`src/logic/sla_regs.svh`:
```
// constants for the shift-left-arithmetic datapath slice
`ifndef SLA_REGS_SVH
`define SLA_REGS_SVH
`define SLA_PREFIX_CB     8'hcb
`define SLA_PREFIX_IDX0   8'hdd
`define SLA_PREFIX_IDX1   8'hfd
`define SLA_OP_HI         5'h04
`define SLA_REG_MEM       3'h6
`define SLA_FLAG_C        0
`define SLA_FLAG_N        1
`define SLA_FLAG_PV       2
`define SLA_FLAG_H        4
`define SLA_FLAG_Z        6
`define SLA_FLAG_S        7
`define SLA_FLAGS_RST     8'h00
`endif

```
`src/logic/sla_pkg.sv`:
```
// types for the shift-left-arithmetic datapath slice
package sla_pkg;
  typedef enum logic [1:0] {
    SLA_ST_IDLE = 2'b00,
    SLA_ST_CB   = 2'b01,
    SLA_ST_DISP = 2'b11,
    SLA_ST_IXCB = 2'b10
  } sla_state_t;

  typedef enum logic [1:0] {
    SLA_SRC_REG  = 2'h0,
    SLA_SRC_PTR  = 2'h1,
    SLA_SRC_IDX0 = 2'h2,
    SLA_SRC_IDX1 = 2'h3
  } sla_src_t;

  typedef struct packed {
    logic       valid;
    sla_src_t   src;
    logic [2:0] reg_sel;
    logic [7:0] disp;
  } sla_decode_t;

  typedef struct packed {
    logic       valid;
    logic [7:0] result;
    logic [7:0] flags;
  } sla_result_t;
endpackage : sla_pkg

```
`src/logic/sla_shift_core.sv`:
```
// combinational shift and flag generation
`timescale 1ns/1ps
`include "sla_regs.svh"
module sla_shift_core
  import sla_pkg::*;
(
  input  wire logic [7:0] operand,
  output logic      [7:0] result,
  output logic      [7:0] flags
);
  always_comb begin
    result = {operand[6:0], 1'b0};
    flags = `SLA_FLAGS_RST;
    flags[`SLA_FLAG_C]  = operand[7];
    flags[`SLA_FLAG_S]  = result[7];
    flags[`SLA_FLAG_Z]  = (result == 8'h00);
    flags[`SLA_FLAG_H]  = 1'b0;
    flags[`SLA_FLAG_N]  = 1'b0;
    flags[`SLA_FLAG_PV] = ~(^result);
  end
endmodule : sla_shift_core

```
`src/logic/sla_unit.sv`:
```
// opcode decode and registered shift datapath
`timescale 1ns/1ps
`include "sla_regs.svh"
// Notes on behaviour
// - result is operand shifted left one place, zero into bit 0.
// - carry takes the operand's old bit 7.
// - sign flag copies result bit 7.
// - zero flag set on all-zero result; half-carry and subtract cleared.
// - parity/overflow flag set when the result has even parity.
// - prefix then 00 100 r selects register; r=110 selects pointer-pair memory.
// - index prefix, shift prefix, displacement, final 00 100 110; bit selects index.
module sla_unit
  import sla_pkg::*;
(
  input  wire logic        mclk,
  input  wire logic        resetn,
  input  wire logic        op_valid,
  input  wire logic [7:0]  op_byte,
  input  wire logic        operand_valid,
  input  wire logic [7:0]  operand_data,
  output sla_decode_t      dec_q,
  output logic             illegal_q,
  output sla_result_t      res_q,
  output sla_src_t         wb_src_q,
  output logic [2:0]       wb_reg_q,
  output logic [7:0]       wb_disp_q
);
  // ----------------------------------------
  // opcode decode
  // ----------------------------------------
  sla_state_t  state_q, state_d;
  logic        idx_sel_q, idx_sel_d;
  logic [7:0]  disp_q, disp_d;
  sla_decode_t dec_d;
  logic        illegal_d;
  logic        busy_q, busy_d;

  always_comb begin
    state_d   = state_q;
    idx_sel_d = idx_sel_q;
    disp_d    = disp_q;
    dec_d     = '0;
    illegal_d = 1'b0;
    if (op_valid) begin
      case (state_q)
        SLA_ST_IDLE: begin
          if (op_byte == `SLA_PREFIX_CB) begin
            state_d = SLA_ST_CB;
          end else if (op_byte == `SLA_PREFIX_IDX0 || op_byte == `SLA_PREFIX_IDX1) begin
            state_d   = SLA_ST_IXCB;
            idx_sel_d = op_byte[5];
          end else begin
            illegal_d = 1'b1;
          end
        end
        SLA_ST_CB: begin
          state_d = SLA_ST_IDLE;
          if (op_byte[7:3] == `SLA_OP_HI) begin
            dec_d.valid   = 1'b1;
            dec_d.reg_sel = op_byte[2:0];
            dec_d.src     = (op_byte[2:0] == `SLA_REG_MEM) ? SLA_SRC_PTR : SLA_SRC_REG;
          end else begin
            illegal_d = 1'b1;
          end
        end
        SLA_ST_IXCB: begin
          if (op_byte == `SLA_PREFIX_CB) begin
            state_d = SLA_ST_DISP;
          end else begin
            state_d   = SLA_ST_IDLE;
            illegal_d = 1'b1;
          end
        end
        SLA_ST_DISP: begin
          // displacement byte first, then the final opcode byte;
          // any byte value is a legal displacement, so only busy_q steers
          if (!busy_q) begin
            disp_d = op_byte;
          end else begin
            state_d = SLA_ST_IDLE;
            if (op_byte == {`SLA_OP_HI, `SLA_REG_MEM}) begin
              dec_d.valid = 1'b1;
              dec_d.src   = idx_sel_q ? SLA_SRC_IDX1 : SLA_SRC_IDX0;
              dec_d.disp  = disp_q;
            end else begin
              illegal_d = 1'b1;
            end
          end
        end
        default: state_d = SLA_ST_IDLE;
      endcase
    end
  end

  // busy_q marks that the displacement byte has been taken
  // clear: next byte is the displacement; set: next byte is the final opcode
  // a stalled stream (op_valid low) keeps the toggle where it is
  always_comb begin
    busy_d = busy_q;
    if (state_q != SLA_ST_DISP) begin
      busy_d = 1'b0;
    end else if (op_valid) begin
      busy_d = ~busy_q;
    end
  end

  always_ff @(posedge mclk or negedge resetn) begin
    if (!resetn) begin
      state_q   <= SLA_ST_IDLE;
      idx_sel_q <= 1'b0;
      disp_q    <= 8'h00;
      busy_q    <= 1'b0;
      dec_q     <= '0;
      illegal_q <= 1'b0;
    end else begin
      state_q   <= state_d;
      idx_sel_q <= idx_sel_d;
      disp_q    <= disp_d;
      busy_q    <= busy_d;
      dec_q     <= dec_d;
      illegal_q <= illegal_d;
    end
  end

  // ----------------------------------------
  // execute and write-back target
  // ----------------------------------------
  logic [7:0]  core_res;
  logic [7:0]  core_flags;
  sla_src_t    tgt_src_q, tgt_src_d;
  logic [2:0]  tgt_reg_q, tgt_reg_d;
  logic [7:0]  tgt_disp_q, tgt_disp_d;
  sla_result_t res_d;
  sla_src_t    wb_src_d;
  logic [2:0]  wb_reg_d;
  logic [7:0]  wb_disp_d;

  sla_shift_core u_core (
    .operand (operand_data),
    .result  (core_res),
    .flags   (core_flags)
  );

  // ----------------------------------------
  // flag byte assembly
  // ----------------------------------------
  // rebuilt bit by bit so unused flag positions always read as zero
  logic [7:0]  flag_byte;

  always_comb begin
    flag_byte                 = `SLA_FLAGS_RST;
    flag_byte[`SLA_FLAG_C]  = core_flags[`SLA_FLAG_C];
    flag_byte[`SLA_FLAG_S]  = core_flags[`SLA_FLAG_S];
    flag_byte[`SLA_FLAG_Z]  = core_flags[`SLA_FLAG_Z];
    flag_byte[`SLA_FLAG_H]  = 1'b0;
    flag_byte[`SLA_FLAG_N]  = 1'b0;
    flag_byte[`SLA_FLAG_PV] = core_flags[`SLA_FLAG_PV];
  end

  // ----------------------------------------
  // result and write-back registers
  // ----------------------------------------
  // the operand location latched at decode is where the result returns
  // limitation: an operand given before the target latches uses the old target
  always_comb begin
    tgt_src_d  = tgt_src_q;
    tgt_reg_d  = tgt_reg_q;
    tgt_disp_d = tgt_disp_q;
    if (dec_q.valid) begin
      tgt_src_d  = dec_q.src;
      tgt_reg_d  = dec_q.reg_sel;
      tgt_disp_d = dec_q.disp;
    end
    res_d        = '0;
    res_d.valid  = operand_valid;
    res_d.result = core_res;
    res_d.flags  = flag_byte;
    wb_src_d     = operand_valid ? tgt_src_q  : wb_src_q;
    wb_reg_d     = operand_valid ? tgt_reg_q  : wb_reg_q;
    wb_disp_d    = operand_valid ? tgt_disp_q : wb_disp_q;
  end

  always_ff @(posedge mclk or negedge resetn) begin
    if (!resetn) begin
      tgt_src_q  <= SLA_SRC_REG;
      tgt_reg_q  <= 3'h0;
      tgt_disp_q <= 8'h00;
      res_q      <= '0;
      wb_src_q   <= SLA_SRC_REG;
      wb_reg_q   <= 3'h0;
      wb_disp_q  <= 8'h00;
    end else begin
      tgt_src_q  <= tgt_src_d;
      tgt_reg_q  <= tgt_reg_d;
      tgt_disp_q <= tgt_disp_d;
      res_q      <= res_d;
      wb_src_q   <= wb_src_d;
      wb_reg_q   <= wb_reg_d;
      wb_disp_q  <= wb_disp_d;
    end
  end
endmodule : sla_unit

```
`config.mk`:
```
export PLATFORM = sky130hd
export DESIGN_NAME = sla_unit
export DESIGN_NICKNAME = d
export VERILOG_FILES = /design/src/logic/sla_pkg.sv /design/src/logic/sla_shift_core.sv /design/src/logic/sla_unit.sv
export VERILOG_INCLUDE_DIRS = /design/src /design/src/logic
export SDC_FILE = /design/constraint.sdc
export NUM_CORES = 1
export LEC_CHECK = 0
export BUFFER_PORTS_ARGS = -buffer_cell sky130_fd_sc_hd__clkbuf_2
export CORE_MARGIN = 2
export CORE_UTILIZATION = 30
export DETAILED_ROUTE_END_ITERATION = 16
export GPL_ROUTABILITY_DRIVEN = 0
export GPL_TIMING_DRIVEN = 0
export HOLD_SLACK_MARGIN = 0.03
export MAX_ROUTING_LAYER = met4
export SLEW_MARGIN = 40
export SYNTH_ARGS = -nofsm -noshare
export SYNTH_HDL_FRONTEND = slang
export SYNTH_SLANG_ARGS = --single-unit
```
`constraint.sdc`:
```
create_clock -name mclk -period 1.9 [get_ports mclk]
set_clock_uncertainty 0.15 [all_clocks]
set_input_delay 0 -clock mclk [delete_from_list [all_inputs] [get_ports mclk]]
set_output_delay 0 -clock mclk [all_outputs]
set_load 0.1 [all_outputs]
```
Word-level counts from Yosys, hierarchy flattened
Index checks and enable logic that the tools add are counted.

cells by class
  bitwise gates (word level) = 3
  equality and inequality tests = 12
  mux-type cells = 26
  reductions and logical operators = 8

operators with widths
  operator                                                                number
  8-bit equality test (second input constant)                             3
  8-bit 2-to-1 mux                                                        3
  14-bit 2-to-1 mux                                                       1
  1-bit 2-to-1 mux                                                        11
  3-bit 2-to-1 mux                                                        3
  8-bit by 6-bit equality test with 1-bit output (second input constant)  1
  2-bit 2-to-1 mux                                                        4
  2-bit one-hot mux with 4 select lines                                   1
  8-bit parity                                                            1
  7-bit zero test                                                         1
  6-bit 2-to-1 mux                                                        1
  3-bit one-hot mux with 2 select lines                                   1
  3-bit AND reduction                                                     2
  5-bit by 3-bit equality test with 1-bit output (second input constant)  1
  2-bit equality test (second input constant)                             2
  2-bit != test (second input constant)                                   2
  1-bit one-hot mux with 4 select lines                                   1
  4-bit AND reduction                                                     1
  3-bit equality test (second input constant)                             1
  3-bit != test (second input constant)                                   1
  1-bit inverter                                                          3
  2-bit by 1-bit equality test with 1-bit output (second input constant)  1
  2-bit zero test                                                         1
  2-bit nonzero test                                                      1
  1-bit logical OR                                                        1

storage, ports and cells
  bits in registers = 65
  logic and storage cells = 67

Depth between registers and ports, before layout
Gate-level depths: netlist (run 1).

  depth in word-level cells = 6
  gate-level depth with buffers = 5

Modules after synthesis
From an unflattened synthesis (run 1), not the netlist that was laid out.

unflattened totals
  cells, all modules = 174
  area, all modules = 2587.5 µm²

modules (own cells, without submodules)
  module          area each (µm²)  cells an instance  instances
  sla_unit        2396.0           153                1
  sla_shift_core  191.4            21                 1

Worst setup path before layout (run 1)
OpenSTA, ideal clock, no wires.

  path type = register -> register
  start point = reg dec_q[13] in the netlist's numbering
  end point = reg tgt_disp_q[3]
  slack = -105 ps
  library setup time = 126 ps
  clock period less this slack = 2005 ps
  required time = 1624 ps
  data arrival time = 1729 ps
  stages on the path, launching flop included = 3
  cell sequence = dfrtp_1 -> buf_1 -> mux2_2

RTL lines
  what                    RTL line         RTL
  start, declared         sla_unit.sv:21   output sla_decode_t dec_q,
  start signal, assigned  sla_unit.sv:113  dec_q <= '0;
  start signal, assigned  sla_unit.sv:120  dec_q <= dec_d;
  end signal, assigned    sla_unit.sv:195  tgt_disp_q <= tgt_disp_d;
  end, declared           sla_unit.sv:132  logic [7:0] tgt_disp_q, tgt_disp_d;

No word-level cell between the ends.

Worst setup path in the final report (run 1)
  start point = reg state_q[0]
  end point = reg idx_sel_q

on the way
  cells in the longest elaborated chain, start to end = 2

ends and longest elaborated chain
  what                                  RTL line         RTL
  start, declared                       sla_unit.sv:31   sla_state_t state_q, state_d;
  start signal, assigned                sla_unit.sv:116  state_q <= state_d;
  2-bit zero test                       sla_unit.sv:45   case (state_q)
  4-bit AND reduction (no source line)  -
  end signal, assigned                  sla_unit.sv:117  idx_sel_q <= idx_sel_d;
  end, declared                         sla_unit.sv:32   logic idx_sel_q, idx_sel_d;

Every way passes these cells.
A chain may end at the register's enable or synchronous reset.

==> results of run 1 <==
-- kinds of logic after synthesis --
group,Yosys count,synth area share (%)
and+or+nand+nor,35,9.83
xor gates and xnor gates,7,2.52
muxes,34,15.9
buffers and inverters,14,3.29
AOI/OAI and AO/OA,9,2.47
other,1,0.154
DFF,64,65.8
-- final cells by class --
type	count	area, um2
Fill cell	777	4530
Sequential cell	64	1600
Multi-Input combinational cell	90	766
Timing Repair Buffer	78	499
Clock buffer	13	159
Tap cell	102	128
Buffer	10	65.1
Clock inverter	3	40.0
Inverter	4	15.0
-- worst paths after layout --
path                                       from            to  cells after the start
worst max register to register       state_q[0]     idx_sel_q                      3
worst max-delay path                 state_q[0]     idx_sel_q                      3
worst min register to register        disp_q[6]      dec_q[6]                      1
max in group asynchronous                resetn     res_q[11]                      2
worst min-delay path                     resetn  wb_disp_q[1]                      2
min in group mclk               operand_data[7]      res_q[0]                      2
-- flip-flops by register name, summed over array words and instances, names as in the netlist --
name / cells
dec_q: 14
res_q: 11
disp_q: 8
tgt_disp_q: 8
wb_disp_q: 8
tgt_reg_q: 3
wb_reg_q: 3
state_q: 2
tgt_src_q: 2
wb_src_q: 2
busy_q: 1
idx_sel_q: 1
illegal_q: 1
-- power groups by stage --
stage | logic, uW | registers, uW | clock network (uW)
2_1_floorplan | 106 | 1550 | 0
3_3_place_gp | 336 | 1410 | 0
3_5_place_dp | 340 | 1410 | 0
4_1_cts | 372 | 1390 | 1210
5_1_grt | 388 | 1390 | 1290
6_report | 367 | 1390 | 1170
-- per-stage QoR --
step,cells,worst slack [ns],power (uW)
finish,364,0.165,2920
global route,364,0.103,3070
CTS,364,0.164,2970
detailed placement,328,0.180,1750
global placement,328,0.138,1750
floorplan,168,0.179,1660
-- worst reg2reg max path, stage by stage (launching register included) --
cell and delay, ns:
dfrtp_1 0.44, nand4b_4 0.21, or4_4 0.51, mux2_4 0.31
-- cell usage in the layout (no fill, tap or decap), types with 4 or more instances in the layout --
master | netlist | final
and2_1 | 11 | 11
dfrtp_1 | 64 | 63
mux2_2 | 33 | 33
buf_4 | 7 | 7
xnor2_1 | 6 | 6
dlygate4sd3_1 | 0 | 20
clkbuf_8 | 0 | 12
clkbuf_2 | 0 | 57
inv_1 | 4 | 4
nand2_1 | 6 | 6
conb_1 | 1 | 5
o21ai_0 | 4 | 4
-- layer usage --
metal	share of wire (%)	wire length (um)	global-route usage, %	vias up
li1	-	-	-	740
met1	47	2170	15.0	783
met2	46	2120	17.4	42
met3	5.0	233	3.37	11
met4	2.4	113	6.16	0
met5	0	0	-	-
==> flow_summary.ini, run 1 <==
[floorplan]
die_h_um = 94.0
io_pins = 65
coreArea_um2 = 7810
initial_core_util_pct = 31.2
fp.dieW_um = 94.0
dieArea_um2 = 8840
num_rows = 32

[sta]
finalHoldViolCount = 0
period_needed_ns = 1.73
slew_headroom_pct = 59.1
rsz0062_at_grt = no
holdWs_ns = 0.0627
post-route-period-util_pct = 91.3
slew_violations = 0
fin_setup_tns_ns = 0
worstMarginPinSlew_ns = 0.614
fmax_mhz = 576
setup_violations = 0

[logic_synthesis]
synth.avg_cell_area_um2 = 14.8
synth_ff_type = dfrtp_1
synth_edf_count = 0
yosys.cell_types.count = 31
yosysSeqAreaShare_pct = 65.8
synth_top_area_cell = dfrtp_1
synthArstFlopShare_pct = 100
yosys_register_bits = 64
synth_cells = 164
syn_area_um2 = 2430
synth_top_cells_by_count = 64 x dfrtp_1, 33 x mux2_2, 11 x and2_1
yosysWarnings = 0
synthTopCellsByArea = dfrtp_1 66%, mux2_2 15%, and2_1 2.8%
yosys.area.top_type_share_pct = 65.8
synth.most_common_cell = dfrtp_1

[clocking]
cts_resized = 0
postCtsSetupBuffers = 0
postCtsHoldBufs = 20
cts_max_level = 3
clock-sinks = 64
clk_pin_slew_ns = 0.07
clk_latency_ns = 0.33
clk_path_buf_depth = 2
cts_made_buffers = 9
cts_tree = yes
root_buffer = clkbuf_8

[finish]
drive_gt1_share_pct = 45.4
nets = 277
finalInstanceArea_um2 = 3270
fin_util_pct = 41.9
diodes = 0
area_delta_synth_final_pct = 34.6

[detailed_routing]
num_vias = 1576
dr.pass1.iters = 4
ant_nets = 0
wirelength_um = 4640
wl_per_cell_um = 12.7
drt_iter0_drc = 15
drc_errors = 0
viasPerCell = 4.33

[setup_path]
cpLargestDelayFamily = simple AND/OR/NAND/NOR gates
cp_num_buf_inv = 0
crit_path_start_kind = register
crit_chain = nand4b_4 -> or4_4 -> mux2_4
crit_arrival_ns = 1.80
reg2reg_slack_ns = 0.17
critPathKind = register to register
slowest_delay_ns = 0.51
crit_slowest_cell = or4_4
path_max_fanout = 6
cp.required_ns = 1.96
end_kind = register

[pwr]
comb_power_share_pct = 12.5
clkPwrFrac_pct = 39.9
p_int_uw = 2150
p_leak_uw = 0.00170
p_seq_share_pct = 47.6
switching_share_pct = 26.5
peakVddDrop_uv = 486
p_switching_uw = 774
p_per_area_nw_per_um2 = 892

[grt]
grt_pass1_vias = 1549
grt_overflow_total = 0
grt_max_degree = 65
grt_use_total_pct = 11.9
antenna_found_initial = 0
grt_pass1_wl_um = 7670

[run_status]
status = complete, no violations

[placement]
dpl-instance-area_um2 = 2880
place_hpwl_um = 3230
port_buffers = 58

[run]
maxCapViolCount = 0

[min_path]
min_path_type = primary input to async pin
Note: power is estimated with default switching activity, not from simulation.
==> run 2: changes to the inputs <==
Settings changed: CAP_MARGIN set to 20, PLACE_DENSITY set to 0.53.
==> run 2 against run 1 <==
  * Wire length decreased by 0.39%
  * Cell count unchanged
  * Global-route usage decreased by 0.33 points
  * Critical path depth increased by 1
  * Hold slack improved by 0.0050 ns
  * Flip-flop and latch count unchanged
==> flow_summary.ini, run 2 (synthesized netlist as in run 1, its figures left out) <==
[detailed_routing]
drt_iter0_drc = 36
routed.top_layer = met4
ant_nets = 0
drc_errors = 0
viasPerCell = 4.24
wirelength_um = 4620
route.met2.wl_um = 2200
num_vias = 1542
wl_per_cell_um = 12.7
dr_wl_met3_um = 212
met1_length_um = 2100
dr.pass1.iters = 4

[placement]
dp_cells = 328
place_hpwl_um = 3170
dpl-instance-area_um2 = 2880
dp_slack_ns = 0.190
port_buffers = 58

[clocking]
cts_made_buffers = 9
clk_latency_ns = 0.32
clk_path_buf_depth = 2
clk_pin_slew_ns = 0.07
clock-sinks = 64
cts_tree = yes
root_buffer = clkbuf_8
cts_max_level = 3

[sta]
post-route-period-util_pct = 91.1
worstMarginPinSlew_ns = 0.629
worst_slack_ns = 0.169
slew_headroom_pct = 58.1
slew_violations = 0
rsz0062_at_grt = no
fmax_mhz = 578
setup_violations = 0
finalHoldViolCount = 0
period_needed_ns = 1.73
fin_setup_tns_ns = 0

[grt]
grt_pass1_wl_um = 7550
grt_overflow_total = 0
grt_use_total_pct = 11.6
antenna_found_initial = 0
grt_max_degree = 65
grt_pass1_vias = 1630

[pwr]
switching_share_pct = 26.4
p_int_uw = 2150
p_per_area_nw_per_um2 = 891
peakVddDrop_uv = 302
clkPwrFrac_pct = 39.8
p_seq_share_pct = 47.6
p_leak_uw = 0.00170
comb_power_share_pct = 12.6
p_switching_uw = 769

[finish]
top_register = dec_q
finalInstanceArea_um2 = 3270
mostFrequentLayoutCells = 63 x dfrtp_1, 57 x clkbuf_2, 33 x mux2_2
largest_register_ff_count = 14
area_delta_synth_final_pct = 34.6
drive_gt1_share_pct = 45.4
fin_util_pct = 41.9
layout_commonest_cell = dfrtp_1
nets = 277
diodes = 0
finalNonFillerCells = 364
biggestRegsByFlops = dec_q x14, res_q x11

[floorplan]
die_h_um = 94.0
fp.dieW_um = 94.0
coreArea_um2 = 7810
dieArea_um2 = 8840
io_pins = 65
initial_core_util_pct = 31.2
num_rows = 32

[setup_path]
critPathKind = register to register
crit_arrival_ns = 1.79
crit_path_start_kind = register
end_kind = register
cp.required_ns = 1.96
path_max_fanout = 5

[run_status]
status = complete, no violations

[run]
maxCapViolCount = 0

[min_path]
min_path_type = primary input to async pin
## run 2: final timing paths
path,from,end,slack (ns),cells after the start
setup / recovery,state_q[1],idx_sel_q,0.17,4
hold / removal,resetn,wb_disp_q[3],0.07,2
setup reg to reg,state_q[1],idx_sel_q,0.17,4
hold reg to reg,disp_q[7],disp_q[7],0.32,2
max in group asynchronous,resetn,dec_q[13],1.16,2
min in group mclk,operand_data[7],res_q[0],0.16,2
## run 2: stage by stage
stage	hold WS (ns)	power, uW
6_report	0.0678	2920
5_1_grt	0.111	3030
4_1_cts	0.0794	2960
3_5_place_dp	-0.123	1750
3_3_place_gp	-0.0414	1750
2_1_floorplan	-0.446	1660
## run 2: metal layers
layer  up-vias  global-route usage (%)
met5         -                       -
met4         0                    6.52
met3         9                    3.05
met2        39                    17.4
met1       760                    14.2
li1        734                       -
## run 2: area by class of cell
| type | instances | area, um2 |
|---|---|---|
| inverter | 4 | 15.0 |
| sequential | 64 | 1600 |
| clock inverter | 3 | 40.0 |
| fill | 776 | 4530 |
| tap | 102 | 128 |
| clock buffer | 13 | 159 |
| multi-input combinational | 90 | 766 |
| buffer | 10 | 65.1 |
| timing repair buffer | 78 | 499 |
## run 2: worst max-delay path, stage by stage (launching register included)
cell and delay [ns]:
dfrtp_1 0.42, inv_1 0.13, nand2_1 0.08, or4_4 0.53, mux2_4 0.31
## run 2: what timing repair did
item                      in CTS  in global routing
hold endpoints to repair      95                  0
gates resized for setup        0                  0
setup buffers                  0                  0
hold buffers                  20                  0
## run 2: power by group through the flow
stage | Clock [uW] | Combinational, uW | Sequential [uW]
after detailed placement | 0 | 339 | 1410
after global routing | 1250 | 389 | 1390
final | 1160 | 368 | 1390
after floorplan | 0 | 106 | 1550
after global placement | 0 | 337 | 1410
after CTS | 1200 | 372 | 1390
==> run 3: changes to the inputs <==
Settings changed: ABC_AREA set to 1.
==> run 3 against run 2 <==
  * Clock-buffer cell count decreased by 2
  * Register-to-register slack lost 0.09 ns
  * Synthesized cell count rose by 66%
  * First-iteration DRC count grew 120%
==> flow_summary.ini, run 3 <==
[run_status]
status = complete, no violations

[pwr]
p_seq_share_pct = 40.4
p_per_area_nw_per_um2 = 995
peakVddDrop_uv = 266
clkPwrFrac_pct = 44.3
p_int_uw = 2540
comb_power_share_pct = 15.2
p_leak_uw = 0.00179
p_switching_uw = 955
switching_share_pct = 27.3

[detailed_routing]
num_vias = 1993
wl_per_cell_um = 10.9
dr.pass1.iters = 4
ant_nets = 0
drt_iter0_drc = 78
drc_errors = 0
viasPerCell = 4.13
wirelength_um = 5240

[finish]
drive_gt1_share_pct = 26.8
diodes = 0
nFillCells = 827
layout_commonest_cell = dfrtp_1
mostFrequentLayoutCells = 63 x dfrtp_1, 61 x nand2_1, 58 x clkbuf_2
finalNonFillerCells = 482
area_delta_synth_final_pct = 38.0
largest_register_ff_count = 14
top_register = dec_q
biggestRegsByFlops = dec_q x14, res_q x11
nets = 392

[clocking]
clock-sinks = 64
cts_max_level = 3
clk_path_buf_depth = 2
cts_made_buffers = 9
root_buffer = clkbuf_8
clk_pin_slew_ns = 0.07
clk_latency_ns = 0.33
cts_tree = yes

[sta]
period_needed_ns = 1.82
rsz0062_at_grt = yes
post-route-period-util_pct = 95.9
fin_setup_tns_ns = 0
fmax_mhz = 549
worstMarginPinSlew_ns = 0.558
slew_violations = 0
finalHoldViolCount = 0
slew_headroom_pct = 63.0
setup_violations = 0

[logic_synthesis]
yosys.area.top_type_share_pct = 62.8
synth_cells = 273
synth_top_cells_by_count = 64 x dfrtp_1, 61 x nand2_1, 40 x nor2_1
synth.avg_cell_area_um2 = 9.34
synth_edf_count = 0
synthTopCellsByArea = dfrtp_1 63%, nand2_1 9.0%, nor2_1 5.9%
synth_ff_type = dfrtp_1
synth_top_area_cell = dfrtp_1
yosys_register_bits = 64
synth.most_common_cell = dfrtp_1
yosys.cell_types.count = 21
yosysWarnings = 0
yosysSeqAreaShare_pct = 62.8
synthArstFlopShare_pct = 100
syn_area_um2 = 2550

[floorplan]
die_h_um = 96.2
coreArea_um2 = 8220
io_pins = 65
fp.dieW_um = 96.2
dieArea_um2 = 9250
initial_core_util_pct = 31.0
num_rows = 33

[setup_path]
end_kind = register
crit_path_start_kind = register
path_max_fanout = 10
cp.required_ns = 2.01
crit_arrival_ns = 1.94
critPathKind = register to register

[grt]
grt_use_total_pct = 12.8
antenna_found_initial = 0
grt_pass1_vias = 1949
grt_max_degree = 65
grt_pass1_wl_um = 8820
grt_overflow_total = 0

[placement]
place_hpwl_um = 3680
port_buffers = 59
dp_cells = 441

[run]
maxCapViolCount = 0

[min_path]
min_path_type = primary input to async pin
-- run 3: worst paths after layout --
kind,start,endpoint,slack (ns),cells past startpoint
max,state_q[0],disp_q[6],0.08,6
min,resetn,wb_reg_q[1],0.05,2
max reg2reg,state_q[0],disp_q[6],0.08,6
min reg2reg,disp_q[5],disp_q[5],0.33,2
max in group asynchronous,resetn,state_q[1],1.14,2
min in group mclk,operand_data[7],res_q[0],0.16,2
-- run 3: power by group through the flow --
| stage | Sequential (uW) | Combinational (uW) | Clock (uW) |
|---|---|---|---|
| floorplan | 1700 | 132 | 0 |
| global placement | 1440 | 503 | 0 |
| detailed placement | 1440 | 506 | 0 |
| CTS | 1420 | 537 | 1590 |
| global route | 1420 | 568 | 1660 |
| finish | 1410 | 533 | 1550 |
-- run 3: metal layers --
metal | vias to the layer above | track usage, % | wire length (um)
met1 | 928 | 16.2 | 2480
li1 | 1018 | - | -
met3 | 2 | 3.37 | 231
met5 | - | - | 0
met4 | 0 | 5.00 | 38
met2 | 45 | 19.7 | 2500
-- run 3: cells by family (layout without fill, tap and decap cells) --
| family | count (synthesis) | after routing | share of synthesized area, % |
|---|---|---|---|
| and+or+nand+nor | 114 | 114 | 17.8 |
| DFF | 64 | 64 | 62.8 |
| buffers and inverters | 50 | 150 | 8.64 |
| AOI/OAI and AO/OA | 39 | 39 | 8.84 |
| xor gates and xnor gates | 5 | 5 | 1.72 |
| other | 1 | 5 | 0.147 |
-- run 3: what timing repair did --
item,CTS,global route
hold buffers,23,0
endpoints found under the setup margin,0,4
gates resized for setup,0,2
hold endpoints to repair,97,0
buffers inserted,0,2
-- run 3: cell type report --
type,instances,area [um2],area share (%)
Buffer,12,77.6,2.21
Multi-Input combinational cell,163,744,21.2
Tap cell,105,131,3.74
Inverter,38,143,4.06
Clock buffer,11,141,4.02
Clock inverter,5,128,3.63
Timing Repair Buffer,84,549,15.6
Sequential cell,64,1600,45.6
-- run 3: through the flow --
step / hold slack, ns / total power, uW / instance area, um2 / setup slack (ns) / utilization [%]
final: 0.0518 / 3500 / 3520 / 0.0774 / 42.8
after floorplan: -0.446 / 1830 / 2560 / 0.203 / -
after global placement: -0.0405 / 1940 / 2990 / 0.257 / 36.4
after CTS: 0.0762 / 3540 / 3500 / 0.0416 / 42.6
after detailed placement: -0.125 / 1950 / 3000 / 0.552 / 36.5
after global routing: 0.115 / 3640 / 3520 / -0.00827 / 42.8
-- run 3: critical path, cell delays in order, from the launching register on --
cell	delay [ns]
dfrtp_1	0.41
nand2_2	0.09
nor2_2	0.12
nand2_2	0.14
buf_6	0.19
o21ai_2	0.10
dlygate4sd3_1	0.56
